===== src/cac_pkg.sv =====
`default_nettype none
package cac_pkg;
    localparam int CAC_NUM_MOD = 3;
    localparam int CAC_AW = 4;
    localparam int CAC_DW = 8;

    // Register bus request, one cycle per access
    typedef struct packed {
        logic wr;
        logic rd;
        logic [CAC_AW-1:0] addr;
        logic [CAC_DW-1:0] wdata;
    } cac_bus_req_type;

    // Register addresses
    localparam logic [CAC_AW-1:0] CAC_ADDR_CNT_LO = 4'h0;
    localparam logic [CAC_AW-1:0] CAC_ADDR_CNT_HI = 4'h1;
    localparam logic [CAC_AW-1:0] CAC_ADDR_MODE = 4'h2;
    localparam logic [CAC_AW-1:0] CAC_ADDR_CTRL = 4'h3;
    localparam logic [CAC_AW-1:0] CAC_ADDR_MMODE0 = 4'h4;
    localparam logic [CAC_AW-1:0] CAC_ADDR_PINS = 4'h7;
    localparam logic [CAC_AW-1:0] CAC_ADDR_CMP_LO0 = 4'h8;
    localparam logic [CAC_AW-1:0] CAC_ADDR_CMP_HI0 = 4'hc;

    // counter_mode_reg fields
    localparam int CAC_MD_IDLE_SUSP = 7;
    localparam int CAC_MD_WDT_EN = 6;
    localparam int CAC_MD_TB_LSB = 1;
    localparam int CAC_MD_OVF_IE = 0;
    localparam logic [7:0] CAC_MODE_RST = 8'h40;

    // array_control_reg fields (match flags sit in bits 2:0)
    localparam int CAC_CT_OVF = 7;
    localparam int CAC_CT_RUN = 6;

    // module_mode_reg fields
    localparam int CAC_MM_PWM16 = 7;
    localparam int CAC_MM_CMP_EN = 6;
    localparam int CAC_MM_CAP_RISE = 5;
    localparam int CAC_MM_CAP_FALL = 4;
    localparam int CAC_MM_MATCH = 3;
    localparam int CAC_MM_TOGGLE = 2;
    localparam int CAC_MM_PWM = 1;
    localparam int CAC_MM_IRQ_EN = 0;
    localparam logic [7:0] CAC_MMODE_RST = 8'h00;
    localparam int CAC_WDT_MOD = 2;

    // Timebase selections
    localparam logic [2:0] CAC_TB_SYS12 = 3'h0;
    localparam logic [2:0] CAC_TB_SYS4 = 3'h1;
    localparam logic [2:0] CAC_TB_T0OVF = 3'h2;
    localparam logic [2:0] CAC_TB_EXTCNT = 3'h3;
    localparam logic [2:0] CAC_TB_SYS = 3'h4;
    localparam logic [2:0] CAC_TB_OSC8 = 3'h5;

    // Divider counts
    localparam logic [3:0] CAC_DIV_SLOW = 4'hc;
    localparam logic [1:0] CAC_DIV_FAST_LAST = 2'h3;
    localparam logic [2:0] CAC_DIV_OSC_LAST = 3'h7;

    typedef enum {
        CAC_M_OFF,
        CAC_M_CAPTURE,
        CAC_M_SWTIMER,
        CAC_M_HSO,
        CAC_M_FREQ,
        CAC_M_PWM8,
        CAC_M_PWM16
    } cac_mode_type;

    function automatic cac_mode_type cac_decode(input logic [7:0] m);
        cac_mode_type r;
        r = CAC_M_OFF;
        if ((m[CAC_MM_CAP_RISE] || m[CAC_MM_CAP_FALL]) && !m[CAC_MM_MATCH] &&
            !m[CAC_MM_TOGGLE] && !m[CAC_MM_PWM]) begin
            r = CAC_M_CAPTURE;
        end else if (m[CAC_MM_CMP_EN] && !m[CAC_MM_CAP_RISE] && !m[CAC_MM_CAP_FALL]) begin
            if (m[CAC_MM_TOGGLE] && m[CAC_MM_PWM]) begin
                r = CAC_M_FREQ;
            end else if (m[CAC_MM_PWM]) begin
                r = m[CAC_MM_PWM16] ? CAC_M_PWM16 : CAC_M_PWM8;
            end else if (m[CAC_MM_MATCH] && m[CAC_MM_TOGGLE]) begin
                r = CAC_M_HSO;
            end else if (m[CAC_MM_MATCH]) begin
                r = CAC_M_SWTIMER;
            end
        end
        return r;
    endfunction : cac_decode
endpackage : cac_pkg
`default_nettype wire


===== src/cac_counter_array.sv =====
// Our own choices: strobed register access and the address map.
`default_nettype none
module cac_counter_array
    import cac_pkg::*;
#(
    parameter int NUM_MOD = CAC_NUM_MOD
) (
    // Clock and reset
    input wire logic clk_in,
    input wire logic rst_n_in,
    // Register port
    input wire cac_bus_req_type bus_in,
    output logic [CAC_DW-1:0] rdata_out,
    // Processor context, same clock
    input wire logic global_irq_enable_in,
    input wire logic array_irq_enable_in,
    input wire logic cpu_idle_in,
    input wire logic timer0_ovf_in,
    // Asynchronous pins
    input wire logic ext_count_input_in,
    input wire logic ext_osc_in,
    input wire logic [NUM_MOD-1:0] module_pin_in,
    output logic [NUM_MOD-1:0] module_pin_out,
    output logic [NUM_MOD-1:0] module_pin_oe_out,
    // Interrupt request
    output logic irq_out
);
    logic [15:0] cnt_r;
    logic [7:0] snap_hi_r;
    logic [7:0] mode_r;
    logic ovf_flag_r;
    logic run_r;
    logic [NUM_MOD-1:0] match_flag_r;
    logic [7:0] mmode_r [NUM_MOD];
    logic [7:0] cmp_lo_r [NUM_MOD];
    logic [7:0] cmp_hi_r [NUM_MOD];
    logic [3:0] div12_r;
    logic [1:0] div4_r;
    logic [2:0] div8_r;
    logic [2:0] eci_sync_r;
    logic [2:0] osc_sync_r;
    logic [NUM_MOD-1:0] pin_s1_r;
    logic [NUM_MOD-1:0] pin_s2_r;
    logic [NUM_MOD-1:0] pin_s3_r;
    logic upd_r;
    logic [NUM_MOD-1:0] pin_r;
    logic [NUM_MOD-1:0] oe_r;
    logic [CAC_DW-1:0] rdata_r;
    logic irq_r;

    logic wdt_on;
    logic tick;
    logic adv;
    logic cnt_wrap;
    logic osc_rise;
    logic [2:0] tb_sel;
    cac_mode_type mdec [NUM_MOD];
    logic [NUM_MOD-1:0] cap_hit;
    logic [NUM_MOD-1:0] full_hit;
    logic [NUM_MOD-1:0] low_hit;
    logic [NUM_MOD-1:0] flag_set;

    assign wdt_on = mode_r[CAC_MD_WDT_EN];
    assign tb_sel = mode_r[CAC_MD_TB_LSB +: 3];

    // Pins pass two flops; the third stage only serves edge detection
    always_ff @(posedge clk_in or negedge rst_n_in) begin
        if (!rst_n_in) begin
            // Edge stages reset to each pin's idle level, so no false edge follows
            eci_sync_r <= 3'h7;
            osc_sync_r <= 3'h0;
            pin_s1_r <= '0;
            pin_s2_r <= '0;
            pin_s3_r <= '0;
        end else begin
            eci_sync_r <= {eci_sync_r[1:0], ext_count_input_in};
            osc_sync_r <= {osc_sync_r[1:0], ext_osc_in};
            pin_s1_r <= module_pin_in;
            pin_s2_r <= pin_s1_r;
            pin_s3_r <= pin_s2_r;
        end
    end

    assign osc_rise = osc_sync_r[1] && !osc_sync_r[2];

    // Prescalers run freely so a timebase change takes effect at once
    always_ff @(posedge clk_in or negedge rst_n_in) begin
        if (!rst_n_in) begin
            div12_r <= 4'h0;
            div4_r <= 2'h0;
            div8_r <= 3'h0;
        end else begin
            div12_r <= (div12_r == CAC_DIV_SLOW - 4'h1) ? 4'h0 : div12_r + 4'h1;
            // Wraps on its own width, giving one tick in four
            div4_r <= div4_r + 2'h1;
            if (osc_rise) begin
                div8_r <= div8_r + 3'h1;
            end
        end
    end

    always_comb begin
        case (tb_sel)
            CAC_TB_SYS12: tick = (div12_r == CAC_DIV_SLOW - 4'h1);
            CAC_TB_SYS4: tick = (div4_r == CAC_DIV_FAST_LAST);
            CAC_TB_T0OVF: tick = timer0_ovf_in;
            // falling edges of external count input
            CAC_TB_EXTCNT: tick = eci_sync_r[2] && !eci_sync_r[1];
            CAC_TB_SYS: tick = 1'b1;
            CAC_TB_OSC8: tick = osc_rise && (div8_r == CAC_DIV_OSC_LAST);
            default: tick = 1'b0;
        endcase
    end

    // idle halts counting only when idle suspend is set
    assign adv = tick && (run_r || wdt_on) && !(cpu_idle_in && mode_r[CAC_MD_IDLE_SUSP]);
    assign cnt_wrap = adv && (cnt_r == 16'hffff);

    always_comb begin
        for (int i = 0; i < NUM_MOD; i++) begin
            // mode bits decoded to one mode
            mdec[i] = cac_decode(mmode_r[i]);
            cap_hit[i] = (mdec[i] == CAC_M_CAPTURE) &&
                ((mmode_r[i][CAC_MM_CAP_RISE] && pin_s2_r[i] && !pin_s3_r[i]) ||
                 (mmode_r[i][CAC_MM_CAP_FALL] && !pin_s2_r[i] && pin_s3_r[i]));
            // compared once per new counter value
            full_hit[i] = upd_r && (cnt_r == {cmp_hi_r[i], cmp_lo_r[i]});
            low_hit[i] = upd_r && (cnt_r[7:0] == cmp_lo_r[i]);
            flag_set[i] = cap_hit[i] ||
                (full_hit[i] && (mdec[i] == CAC_M_SWTIMER || mdec[i] == CAC_M_HSO));
        end
    end

    // counter increments by one per event; reads never touch it
    always_ff @(posedge clk_in or negedge rst_n_in) begin
        if (!rst_n_in) begin
            cnt_r <= 16'h0000;
            upd_r <= 1'b0;
        end else begin
            // Marks a fresh count so a stopped counter cannot match again
            upd_r <= adv;
            // A software write wins over a count in the same cycle
            if (bus_in.wr && !wdt_on && bus_in.addr == CAC_ADDR_CNT_LO) begin
                cnt_r[7:0] <= bus_in.wdata;
            end else if (bus_in.wr && !wdt_on && bus_in.addr == CAC_ADDR_CNT_HI) begin
                cnt_r[15:8] <= bus_in.wdata;
            end else if (adv) begin
                cnt_r <= cnt_r + 16'h0001;
            end
        end
    end

    // snapshot of high byte on low-byte read
    // The low byte may roll over between the two reads; the copy hides that
    always_ff @(posedge clk_in or negedge rst_n_in) begin
        if (!rst_n_in) begin
            snap_hi_r <= 8'h00;
        end else if (bus_in.rd && bus_in.addr == CAC_ADDR_CNT_LO) begin
            snap_hi_r <= cnt_r[15:8];
        end
    end

    // watchdog enabled from reset freezes timebase and idle control
    always_ff @(posedge clk_in or negedge rst_n_in) begin
        if (!rst_n_in) begin
            mode_r <= CAC_MODE_RST;
        end else if (bus_in.wr && bus_in.addr == CAC_ADDR_MODE) begin
            if (wdt_on) begin
                // Timebase and idle control stay frozen while the watchdog runs
                mode_r[CAC_MD_WDT_EN] <= bus_in.wdata[CAC_MD_WDT_EN];
                mode_r[CAC_MD_OVF_IE] <= bus_in.wdata[CAC_MD_OVF_IE];
            end else begin
                mode_r <= bus_in.wdata;
            end
        end
    end

    // Control bits and sticky flags; a hardware set beats a software clear
    always_ff @(posedge clk_in or negedge rst_n_in) begin
        if (!rst_n_in) begin
            run_r <= 1'b0;
            ovf_flag_r <= 1'b0;
            match_flag_r <= '0;
        end else begin
            if (bus_in.wr && bus_in.addr == CAC_ADDR_CTRL) begin
                // The watchdog forces counting without changing the run bit
                run_r <= bus_in.wdata[CAC_CT_RUN];
            end
            // wrap sets flag; only software clears
            if (cnt_wrap) begin
                ovf_flag_r <= 1'b1;
            end else if (bus_in.wr && bus_in.addr == CAC_ADDR_CTRL) begin
                ovf_flag_r <= bus_in.wdata[CAC_CT_OVF];
            end
            for (int i = 0; i < NUM_MOD; i++) begin
                // sticky match flag
                // Writing a one sets a flag, so software can raise a request
                if (flag_set[i]) begin
                    match_flag_r[i] <= 1'b1;
                end else if (bus_in.wr && bus_in.addr == CAC_ADDR_CTRL) begin
                    match_flag_r[i] <= bus_in.wdata[i];
                end
            end
        end
    end

    // Module mode registers; module 2 mode writes blocked while watchdog runs, compare writes still clear or set its enable
    always_ff @(posedge clk_in or negedge rst_n_in) begin
        if (!rst_n_in) begin
            for (int i = 0; i < NUM_MOD; i++) begin
                mmode_r[i] <= CAC_MMODE_RST;
            end
        end else begin
            for (int i = 0; i < NUM_MOD; i++) begin
                if (bus_in.wr && bus_in.addr == CAC_ADDR_MMODE0 + CAC_AW'(i) &&
                    !(wdt_on && i == CAC_WDT_MOD)) begin
                    mmode_r[i] <= bus_in.wdata;
                // low write clears, high write sets compare enable
                end else if (bus_in.wr && bus_in.addr == CAC_ADDR_CMP_LO0 + CAC_AW'(i)) begin
                    mmode_r[i][CAC_MM_CMP_EN] <= 1'b0;
                end else if (bus_in.wr && bus_in.addr == CAC_ADDR_CMP_HI0 + CAC_AW'(i)) begin
                    mmode_r[i][CAC_MM_CMP_EN] <= 1'b1;
                end
            end
        end
    end

    // Compare registers; a software write overrides a capture in the same cycle
    always_ff @(posedge clk_in or negedge rst_n_in) begin
        if (!rst_n_in) begin
            for (int i = 0; i < NUM_MOD; i++) begin
                cmp_lo_r[i] <= 8'h00;
                cmp_hi_r[i] <= 8'h00;
            end
        end else begin
            for (int i = 0; i < NUM_MOD; i++) begin
                if (bus_in.wr && bus_in.addr == CAC_ADDR_CMP_LO0 + CAC_AW'(i)) begin
                    cmp_lo_r[i] <= bus_in.wdata;
                end else if (bus_in.wr && bus_in.addr == CAC_ADDR_CMP_HI0 + CAC_AW'(i)) begin
                    cmp_hi_r[i] <= bus_in.wdata;
                end else if (cap_hit[i]) begin
                    cmp_lo_r[i] <= cnt_r[7:0];
                    cmp_hi_r[i] <= cnt_r[15:8];
                // next match point; zero step wraps by 256
                end else if (mdec[i] == CAC_M_FREQ && low_hit[i]) begin
                    // Eight-bit sum wraps, so the match point rolls with the low byte
                    cmp_lo_r[i] <= cmp_lo_r[i] + cmp_hi_r[i];
                end
            end
        end
    end

    // Output pins; level held between matches
    always_ff @(posedge clk_in or negedge rst_n_in) begin
        if (!rst_n_in) begin
            pin_r <= '0;
            oe_r <= '0;
        end else begin
            for (int i = 0; i < NUM_MOD; i++) begin
                // PWM modes are not built, so their pin stays undriven
                oe_r[i] <= (mdec[i] == CAC_M_HSO) || (mdec[i] == CAC_M_FREQ);
                if (mdec[i] == CAC_M_HSO && full_hit[i]) begin
                    pin_r[i] <= !pin_r[i];
                end else if (mdec[i] == CAC_M_FREQ && low_hit[i]) begin
                    pin_r[i] <= !pin_r[i];
                end
            end
        end
    end

    // Read port: data stands in the cycle after the strobe, zero otherwise
    always_ff @(posedge clk_in or negedge rst_n_in) begin
        if (!rst_n_in) begin
            rdata_r <= 8'h00;
        end else if (!bus_in.rd) begin
            rdata_r <= 8'h00;
        end else begin
            rdata_r <= 8'h00;
            case (bus_in.addr)
                CAC_ADDR_CNT_LO: rdata_r <= cnt_r[7:0];
                CAC_ADDR_CNT_HI: rdata_r <= snap_hi_r;
                CAC_ADDR_MODE: rdata_r <= mode_r;
                CAC_ADDR_CTRL: begin
                    rdata_r[CAC_CT_OVF] <= ovf_flag_r;
                    rdata_r[CAC_CT_RUN] <= run_r;
                    rdata_r[NUM_MOD-1:0] <= match_flag_r;
                end
                CAC_ADDR_PINS: rdata_r[NUM_MOD-1:0] <= pin_s2_r;
                // Module registers; unmapped addresses read as zero
                default: begin
                    for (int i = 0; i < NUM_MOD; i++) begin
                        if (bus_in.addr == CAC_ADDR_MMODE0 + CAC_AW'(i)) begin
                            rdata_r <= mmode_r[i];
                        end
                        if (bus_in.addr == CAC_ADDR_CMP_LO0 + CAC_AW'(i)) begin
                            rdata_r <= cmp_lo_r[i];
                        end
                        if (bus_in.addr == CAC_ADDR_CMP_HI0 + CAC_AW'(i)) begin
                            rdata_r <= cmp_hi_r[i];
                        end
                    end
                end
            endcase
        end
    end

    // Interrupt request from registered flags
    // A level: it drops one cycle after the flag or an enable clears
    always_ff @(posedge clk_in or negedge rst_n_in) begin
        if (!rst_n_in) begin
            irq_r <= 1'b0;
        end else begin
            irq_r <= 1'b0;
            if (global_irq_enable_in && array_irq_enable_in) begin
                if (ovf_flag_r && mode_r[CAC_MD_OVF_IE]) begin
                    irq_r <= 1'b1;
                end
                for (int i = 0; i < NUM_MOD; i++) begin
                    if (match_flag_r[i] && mmode_r[i][CAC_MM_IRQ_EN]) begin
                        irq_r <= 1'b1;
                    end
                end
            end
        end
    end

    assign rdata_out = rdata_r;
    assign module_pin_out = pin_r;
    assign module_pin_oe_out = oe_r;
    assign irq_out = irq_r;
endmodule : cac_counter_array
`default_nettype wire


===== config.mk =====
export PLATFORM = sky130hd
export DESIGN_NAME = cac_counter_array
export DESIGN_NICKNAME = d
export VERILOG_FILES = /design/src/cac_pkg.sv /design/src/cac_counter_array.sv
export SDC_FILE = /design/constraint.sdc
export NUM_CORES = 1
export LEC_CHECK = 0
export BUFFER_PORTS_ARGS = -buffer_cell sky130_fd_sc_hd__buf_2
export CAP_MARGIN = 5
export CORE_MARGIN = 10
export CORE_UTILIZATION = 30
export DETAILED_ROUTE_END_ITERATION = 8
export GPL_TIMING_DRIVEN = 0
export RECOVER_POWER = 25
export SLEW_MARGIN = 5
export SYNTH_ARGS = -nofsm -noshare
export SYNTH_HDL_FRONTEND = slang
export SYNTH_SLANG_ARGS = --single-unit

===== constraint.sdc =====
create_clock -name clk_in -period 3 [get_ports clk_in]
set_clock_uncertainty 0.05 [all_clocks]
set_input_delay 0.6 -clock clk_in [delete_from_list [all_inputs] [get_ports clk_in]]
set_output_delay 0.6 -clock clk_in [all_outputs]
set_load 0.01 [all_outputs]

* Yosys cells after proc, flatten, opt, wreduce, memory -nomap -nowiden *
Index checks and enable logic that the tools add are counted.

storage, ports and cells
  output and inout port bits = 15
  flip-flop bits (word level) = 149
  bits of input ports = 25
  word-level logic and storage cells = 332

cells by class
  mux-type cells = 86
  $add $sub $neg = 7
  eq/ne operators = 44
  reductions and logical operators = 153
  bitwise operators = 5

operators with widths
  kind                                                  number
  two-way mux 8 bit                                     31
  equality test 32 x 3 -> 1 bit, second input constant  6
  equality test 32 x 2 -> 1 bit, second input constant  3
  equality test 32 x 4 -> 1 bit, second input constant  3
  logical AND 1 bit                                     79
  equality test 16 bit                                  3
  two-way mux 3 bit                                     12
  equality test 4 bit, second input constant            7
  zero test 1 bit                                       28
  two-way mux 1 bit                                     28
  adder 8 bit                                           3
  equality test 8 bit                                   3
  nonzero test 2 bit                                    12
  two-way mux 2 bit                                     9
  AND reduction 2 bit                                   9
  nonzero test 3 bit                                    6
  adder 16 x 1 -> 16 bit, second input constant         1
  equality test 16 bit, second input constant           1
  equality test 4 x 3 -> 1 bit, second input constant   4
  logical OR 1 bit                                      16
  two-way mux 16 bit                                    1
  one-hot mux 3 bit (5 select lines)                    1
  one-hot mux 3 bit (4 select lines)                    1
  one-hot mux 2 bit (5 select lines)                    1
  16 further kinds                                      27

* Logic depth before layout (Yosys ltp) *
Gate-level depths: netlist of the first run.

  depth in word-level cells = 12
  depth in mapped cells = 10
  depth with buffers taken out = 10

* Worst setup path after synthesis of the first run *
OpenSTA, ideal clock, no wires.

  path kind = input to register
  start point = input port bus_in[13] in the netlist's numbering
  end point = register match_flag_r[1]
  library setup time = 131 ps
  setup slack = 714 ps
  path buffers = 1
  required time = 2819 ps
  stages on the path = 5
  data arrival time = 2105 ps
  cell sequence = clkbuf_1 nand2_1 nor3_1 mux2_2 or3_1

on the way
  cells in the longest elaborated chain, start to end = 2

ends and longest elaborated chain
  what                            RTL line                  source
  start: declaration              cac_counter_array.sv:12   input wire cac_bus_req_type bus_in,
  logical AND 1 bit               cac_counter_array.sv:200  end else if (bus_in.wr && bus_in.addr == CAC_ADDR_CTRL) begin
  nonzero test 2 bit (no line)    --
  end signal: indexed assignment  cac_counter_array.sv:201  match_flag_r[i] <= bus_in.wdata[i];
  end: declaration                cac_counter_array.sv:33   logic [NUM_MOD-1:0] match_flag_r;

Every way passes these cells.
A chain may end at the register's enable or synchronous reset.

* Worst setup path after layout of the first run *
Ends and elaborated chain as after synthesis.

==> results of run 1 <==
==> placed cells by master (no fill, tap or decap), types with 4 or more instances in the layout <==
cell and count:
and3_1 12, o21ai_2 4, inv_1 27, clkbuf_16 17, o21ai_0 62, nand2_1 78, dfrtp_1 145, a221oi_1 12
clkbuf_1 46, buf_2 51, nor3_1 22, nor4_1 6, buf_6 5, a211oi_1 4, nand2b_1 7, o31ai_1 8
nor3b_1 4, mux2i_1 10, buf_1 4, inv_6 5, mux2_2 52, a22oi_1 9, a221o_1 6, o311ai_0 4
o21bai_1 5, bufinv_16 4, or3_1 7, nand3_1 26, nand4_1 11, a21oi_1 101, a2bb2oi_1 6, xnor2_1 52
ha_1 26, xor2_1 18, nor2b_1 14, o211ai_1 13, a31oi_1 8, nor2_1 78, nand3b_1 11, o22ai_1 40
==> per-stage QoR <==
step,utilization,worst slack (ns)
6_report,0.348,0.261
5_1_grt,0.348,0.179
3_5_place_dp,0.327,-0.0394
3_3_place_gp,0.326,-1.03
4_1_cts,0.348,0.357
2_1_floorplan,-,0.714
==> layer usage <==
metal / vias to the layer above / share of wire / wire length, um / track usage
li1: 3830 / - / - / -
met1: 4189 / 0.42 / 14200 / 0.232
met2: 494 / 0.44 / 15100 / 0.262
met3: 92 / 0.093 / 3180 / 0.0387
met4: 0 / 0.052 / 1770 / 0.0930
met5: - / 0 / 0 / 0
==> path summary, 6_finish.rpt <==
kind / from / end / depth (start not counted)
min in group asynchronous: rst_n_in / pin_s1_r[2] / 1
min reg2reg: pin_s1_r[1] / pin_s2_r[1] / 0
max: bus_in[13] / match_flag_r[1] / 6
min: ext_count_input_in / eci_sync_r[0] / 1
max reg2reg: cnt_r[15] / module_pin_out[1] / 8
max in group asynchronous: rst_n_in / mmode_r[8] / 2
==> kinds of logic after synthesis <==
| group | share of synthesized area |
|---|---|
| fa+ha+maj | 0.0414 |
| flops | 0.401 |
| buf+inv | 0.0471 |
| simple gates | 0.157 |
| mux | 0.0737 |
| xor+xnor | 0.0659 |
| compound gates | 0.214 |
==> where the power goes <==
part | total [mW] | internal [mW] | switching (mW)
Sequential | 3.43 | 2.60 | 0.834
Combinational | 4.59 | 2.03 | 2.56
Clock | 2.39 | 1.43 | 0.964
==> state kept, by name, indices dropped and copies added (netlist names), 4 cells and up <==
name,count
snap_hi_r,8
div12_r,4
mode_r,8
mmode_r,24
rdata_out,8
cnt_r,16
cmp_hi_r,24
cmp_lo_r,24
==> final cells by class <==
| type | instances | area [um2] | share of cell area |
|---|---|---|---|
| plain buffers | 72 | 333 | 0.0313 |
| clock buffers | 19 | 443 | 0.0416 |
| clock inverters | 13 | 195 | 0.0184 |
| inverters | 28 | 105 | 0.00988 |
| multi-input cells | 768 | 5130 | 0.482 |
| flip-flops and latches | 149 | 3730 | 0.351 |
| well taps | 396 | 495 | 0.0466 |
| repair buffers | 36 | 203 | 0.0191 |
==> impl_metrics.py, run 1 <==
metrics = {
    "status": {
        "status": "finished clean",
    },
    "critical_path": {
        "crit_path_top_delay_cell": "nor3_1",
        "crit_buf_inv": 2,
        "critPathLaunchType": "primary input",
        "r2r_slack_ns": 0.28,
        "worstPathArrival_ns": 3.01,
        "crit_fanout": 10,
        "path_cells": "buf_2 -> clkbuf_1 -> nand2_1 -> nor3_1 -> mux2_2 -> or3_1",
        "crit_family": "simple AND/OR/NAND/NOR gates",
        "slowest_delay_ns": 0.94,
        "path_class": "primary input to register",
        "cp-end-kind": "register",
        "cp.required_ns": 3.27,
    },
    "place": {
        "placed_area_um2": 10000,
        "place_congestion": 0.996,
        "io_buffers": 35,
        "hpwlAfterDp_um": 24100,
        "dp_cells": 1449,
    },
    "cts": {
        "cts-buffers-inserted": 17,
        "cts_repair_resize_count": 0,
        "post_cts_buffers": 0,
        "clk_transition_reported_paths_ns": 0.07,
        "clk_latency_ns": 0.44,
        "clock_path_buffers": 2,
        "cts_tree": "built",
        "hold_buffers": 0,
        "cts_root_buf": "clkbuf_16",
        "cts.sinks": 149,
        "htreeDepth": 4,
    },
    "pwr": {
        "power_density_nw_per_um2": 979,
        "leakage_nw": 4.33,
        "finalPower_mw": 10.4,
        "max-vdd-ir-drop_uv": 372,
    },
    "final_layout": {
        "diodes": 0,
        "drive_gt1_frac": 0.150,
        "instances_no_fill": 1481,
        "fillCellCount": 3202,
        "syn2layout_area_growth_pct": 14.4,
        "finalInstanceArea_um2": 10600,
        "nets": 1126,
    },
    "drt": {
        "drcViolationCount": 0,
        "vias": 8605,
        "postRouteAntennaNets": 0,
        "vias_per_cell": 5.81,
        "wire_per_inst_um": 23.1,
        "routed_wl_um": 34300,
        "drt_iter0_drc": 1210,
        "dr.pass1.iters": 6,
    },
    "sta": {
        "rsz0062_at_grt": "false",
        "max-slew-margin-rel": 0.0218,
        "finalHoldViolations": 0,
        "fin_crit_sh": 0.913,
        "fin_setup_tns_ns": 0,
        "setup_viol": 0,
        "finalMaxSlewViolations": 0,
        "hold_ws_ns": 0.205,
        "fin_crit_ns": 2.74,
        "fmax_ghz": 0.365,
        "worst_pin_slew_ns": 1.47,
    },
    "die": {
        "rows": 64,
        "initial_core_util": 0.304,
        "dieArea_um2": 38400,
        "core_area_um2": 30600,
        "die_y_um": 196,
        "die_w_um": 196,
        "io_pins": 40,
    },
    "global_routing": {
        "grt_max_degree": 96,
        "antenna_found_initial": 1,
        "grt-ovfl-total": 0,
        "grt_usage": 0.175,
        "grt_pass1_wl_um": 51800,
        "grt_pass1_vias": 8193,
    },
    "logic_synthesis": {
        "syn_area_per_cell_um2": 9.14,
        "synthCells": 1017,
        "synth.largest_area_cell": "dfrtp_1",
        "syn_area_um2": 9300,
        "synthFlopType": "dfrtp_1",
        "async_flop_share": 1.00,
        "synth.most_common_cell": "dfrtp_1",
        "ys_ff_latch": 149,
        "synth_area_leaders": "dfrtp_1, mux2_2, a21oi_1",
        "synth.distinct_cells": 75,
        "synth_nets": 1071,
        "netlist_top_cells_count": "dfrtp_1, a21oi_1, nand2_1, nor2_1, o21ai_0",
        "synth_warnings": 0,
        "synth_top_area_share": 0.390,
        "ys_seq_area_frac": 0.401,
        "synth_edf_count": 0,
    },
    "worst_hold_path": {
        "hp-class": "primary input to register",
    },
    "flow_run": {
        "max_cap_viol_count": 0,
    },
}
(Power assumes the default switching activity.)
==> run 2, diff against run 1 <==
--- a/config.mk
+++ b/config.mk
@@ -11,6 +11,7 @@
 export CORE_UTILIZATION = 30
 export DETAILED_ROUTE_END_ITERATION = 8
 export GPL_TIMING_DRIVEN = 0
+export MAX_ROUTING_LAYER = met4
 export RECOVER_POWER = 25
 export SLEW_MARGIN = 5
 export SYNTH_ARGS = -nofsm -noshare
==> run 2 against run 1 <==
Maximum frequency up 0.11%. Sequential power about the same. Power down 2.2%. Via count down 1.2%. Final cell count unchanged. Utilization down 0.20 points. Flip-flop and latch count unchanged. Die area unchanged. Routed wire length down 1.2%. Hold slack better by 0.0065 ns. The flow now finishes with violations (capacitance limit, slew limit). Critical path type unchanged. Global-route usage up 0.33 points.
==> impl_metrics.py, run 2 (synthesis gave the netlist of run 1 again) <==
metrics = {
    "status": {
        "status": "finished with violations",
        "violations": "capacitance limit, slew limit",
    },
    "sta": {
        "finalHoldViolations": 0,
        "hold_ws_ns": 0.211,
        "fin_crit_ns": 2.74,
        "max-slew-margin-rel": -0.312,
        "fin_setup_tns_ns": 0,
        "rsz0062_at_grt": "false",
        "worst_pin_slew_ns": 1.97,
        "setup_viol": 0,
        "finalMaxSlewViolations": 73,
        "fmax_ghz": 0.365,
        "fin_crit_sh": 0.912,
    },
    "pwr": {
        "p_int_mw": 5.83,
        "finalPower_mw": 10.2,
        "max-vdd-ir-drop_uv": 347,
        "combinationalPowerShare": 0.454,
        "leakage_nw": 4.30,
        "switchingPower_mw": 4.35,
        "p_seq_frac": 0.337,
        "power_density_nw_per_um2": 963,
        "p_clk_frac": 0.209,
        "swShare": 0.428,
    },
    "final_layout": {
        "nets": 1126,
        "layout_commonest_cell": "dfrtp_1",
        "drive_gt1_frac": 0.151,
        "diodes": 0,
        "layout_common_cells": "dfrtp_1, a21oi_1, nand2_1, nor2_1, o21ai_0",
        "top_regs": "cmp_hi_r (24), cmp_lo_r (24), mmode_r (24)",
        "fillCellCount": 3155,
        "syn2layout_area_growth_pct": 13.7,
        "finalInstanceArea_um2": 10600,
        "instances_no_fill": 1481,
    },
    "cts": {
        "htreeDepth": 4,
        "cts-buffers-inserted": 17,
        "hold_buffers": 0,
        "cts.sinks": 149,
        "post_cts_buffers": 0,
        "cts_root_buf": "clkbuf_16",
        "cts_repair_resize_count": 0,
        "clock_path_buffers": 2,
        "clk_latency_ns": 0.44,
        "clk_transition_reported_paths_ns": 0.07,
        "cts_tree": "built",
    },
    "critical_path": {
        "rr_endpoint": "module_pin_out[0]",
        "crit_fanout": 10,
        "worstPathArrival_ns": 3.00,
        "cp-end-kind": "register",
        "ff2ff_path_depth": 7,
        "path_class": "primary input to register",
        "reg2reg_from": "cnt_r[9]",
        "cp.required_ns": 3.27,
        "critPathLaunchType": "primary input",
        "r2r_slack_ns": 0.34,
    },
    "flow_run": {
        "max_cap_viol_count": 1,
    },
    "global_routing": {
        "grt_pass1_wl_um": 51600,
        "grt-ovfl-total": 0,
        "grt_usage": 0.179,
        "grt_max_degree": 78,
        "antenna_found_initial": 0,
        "grt_pass1_vias": 8218,
    },
    "drt": {
        "routed_wl_um": 33800,
        "wire_per_inst_um": 22.8,
        "vias": 8506,
        "drcViolationCount": 0,
        "drt_iter0_drc": 988,
        "vias_per_cell": 5.74,
        "postRouteAntennaNets": 0,
        "dr.pass1.iters": 8,
    },
    "die": {
        "core_area_um2": 30600,
        "die_y_um": 196,
        "initial_core_util": 0.304,
        "rows": 64,
        "dieArea_um2": 38400,
        "die_w_um": 196,
        "io_pins": 40,
    },
    "place": {
        "io_buffers": 35,
        "placed_area_um2": 10000,
        "hpwlAfterDp_um": 24200,
        "dp_cells": 1449,
        "place_congestion": 1.00,
    },
    "worst_hold_path": {
        "min-delay-start": "ext_count_input_in",
        "hp-class": "primary input to register",
        "hold_path_end": "eci_sync_r[0]",
        "min_path_cells": 1,
    },
}
-- run 2: cell count changes in the layout (fill, tap and decap cells not counted), sizes merged --
cell      before  now
clkinv         2    5
bufinv         4    1
clkinvlp       3    5
inv           32   30
-- run 2: metal layers --
| layer | GRT usage | wire [um] | part of all wire | vias to the layer above |
|---|---|---|---|---|
| met4 | 0.0665 | 1170 | 0.034 | 0 |
| li1 | - | - | - | 3817 |
| met5 | - | 0 | 0 | - |
| met1 | 0.235 | 14700 | 0.44 | 4209 |
| met3 | 0.0259 | 2570 | 0.076 | 71 |
| met2 | 0.273 | 15400 | 0.45 | 409 |
-- run 2: how the worst max path moves through the flow --
stage	cells after the start	end	start	slack [ns]
2_1_floorplan	5	match_flag_r[1]	bus_in[13]	0.71
3_3_place_gp	1	cmp_lo_r[19]	rst_n_in	-1.03
3_5_place_dp	6	match_flag_r[1]	bus_in[13]	-0.07
4_1_cts	6	match_flag_r[1]	bus_in[13]	0.38
5_1_grt	8	module_pin_out[1]	cnt_r[13]	0.19
6_report	6	match_flag_r[1]	bus_in[13]	0.26
-- run 2: per-stage QoR --
step	utilization	setup slack, ns
detailed placement	0.327	-0.0678
CTS	0.346	0.382
floorplan	-	0.714
global route	0.346	0.193
finish	0.346	0.264
global placement	0.326	-1.03
-- run 2: cell type report --
type	count	area (um2)	area share
plain buffers	72	333	0.0315
clock buffers	19	453	0.0428
clock inverters	13	124	0.0117
inverters	28	105	0.00994
multi-input cells	768	5130	0.485
flip-flops and latches	149	3730	0.353
well taps	396	495	0.0469
repair buffers	36	203	0.0192
-- run 2: power groups by stage --
stage / clock [mW] / combinational [mW] / sequential (mW)
after CTS: 2.14 / 4.56 / 3.40
after global placement: 0 / 4.42 / 3.42
final: 2.13 / 4.62 / 3.44
after global routing: 2.26 / 5.07 / 3.49
after detailed placement: 0 / 4.53 / 3.43
after floorplan: 0 / 3.48 / 3.10
-- run 2: worst max-delay path, stage by stage --
cell,delay (ns)
buf_2,0.12
clkbuf_1,0.41
nand2_1,0.19
nor3_1,0.96
mux2_2,0.42
or3_1,0.30
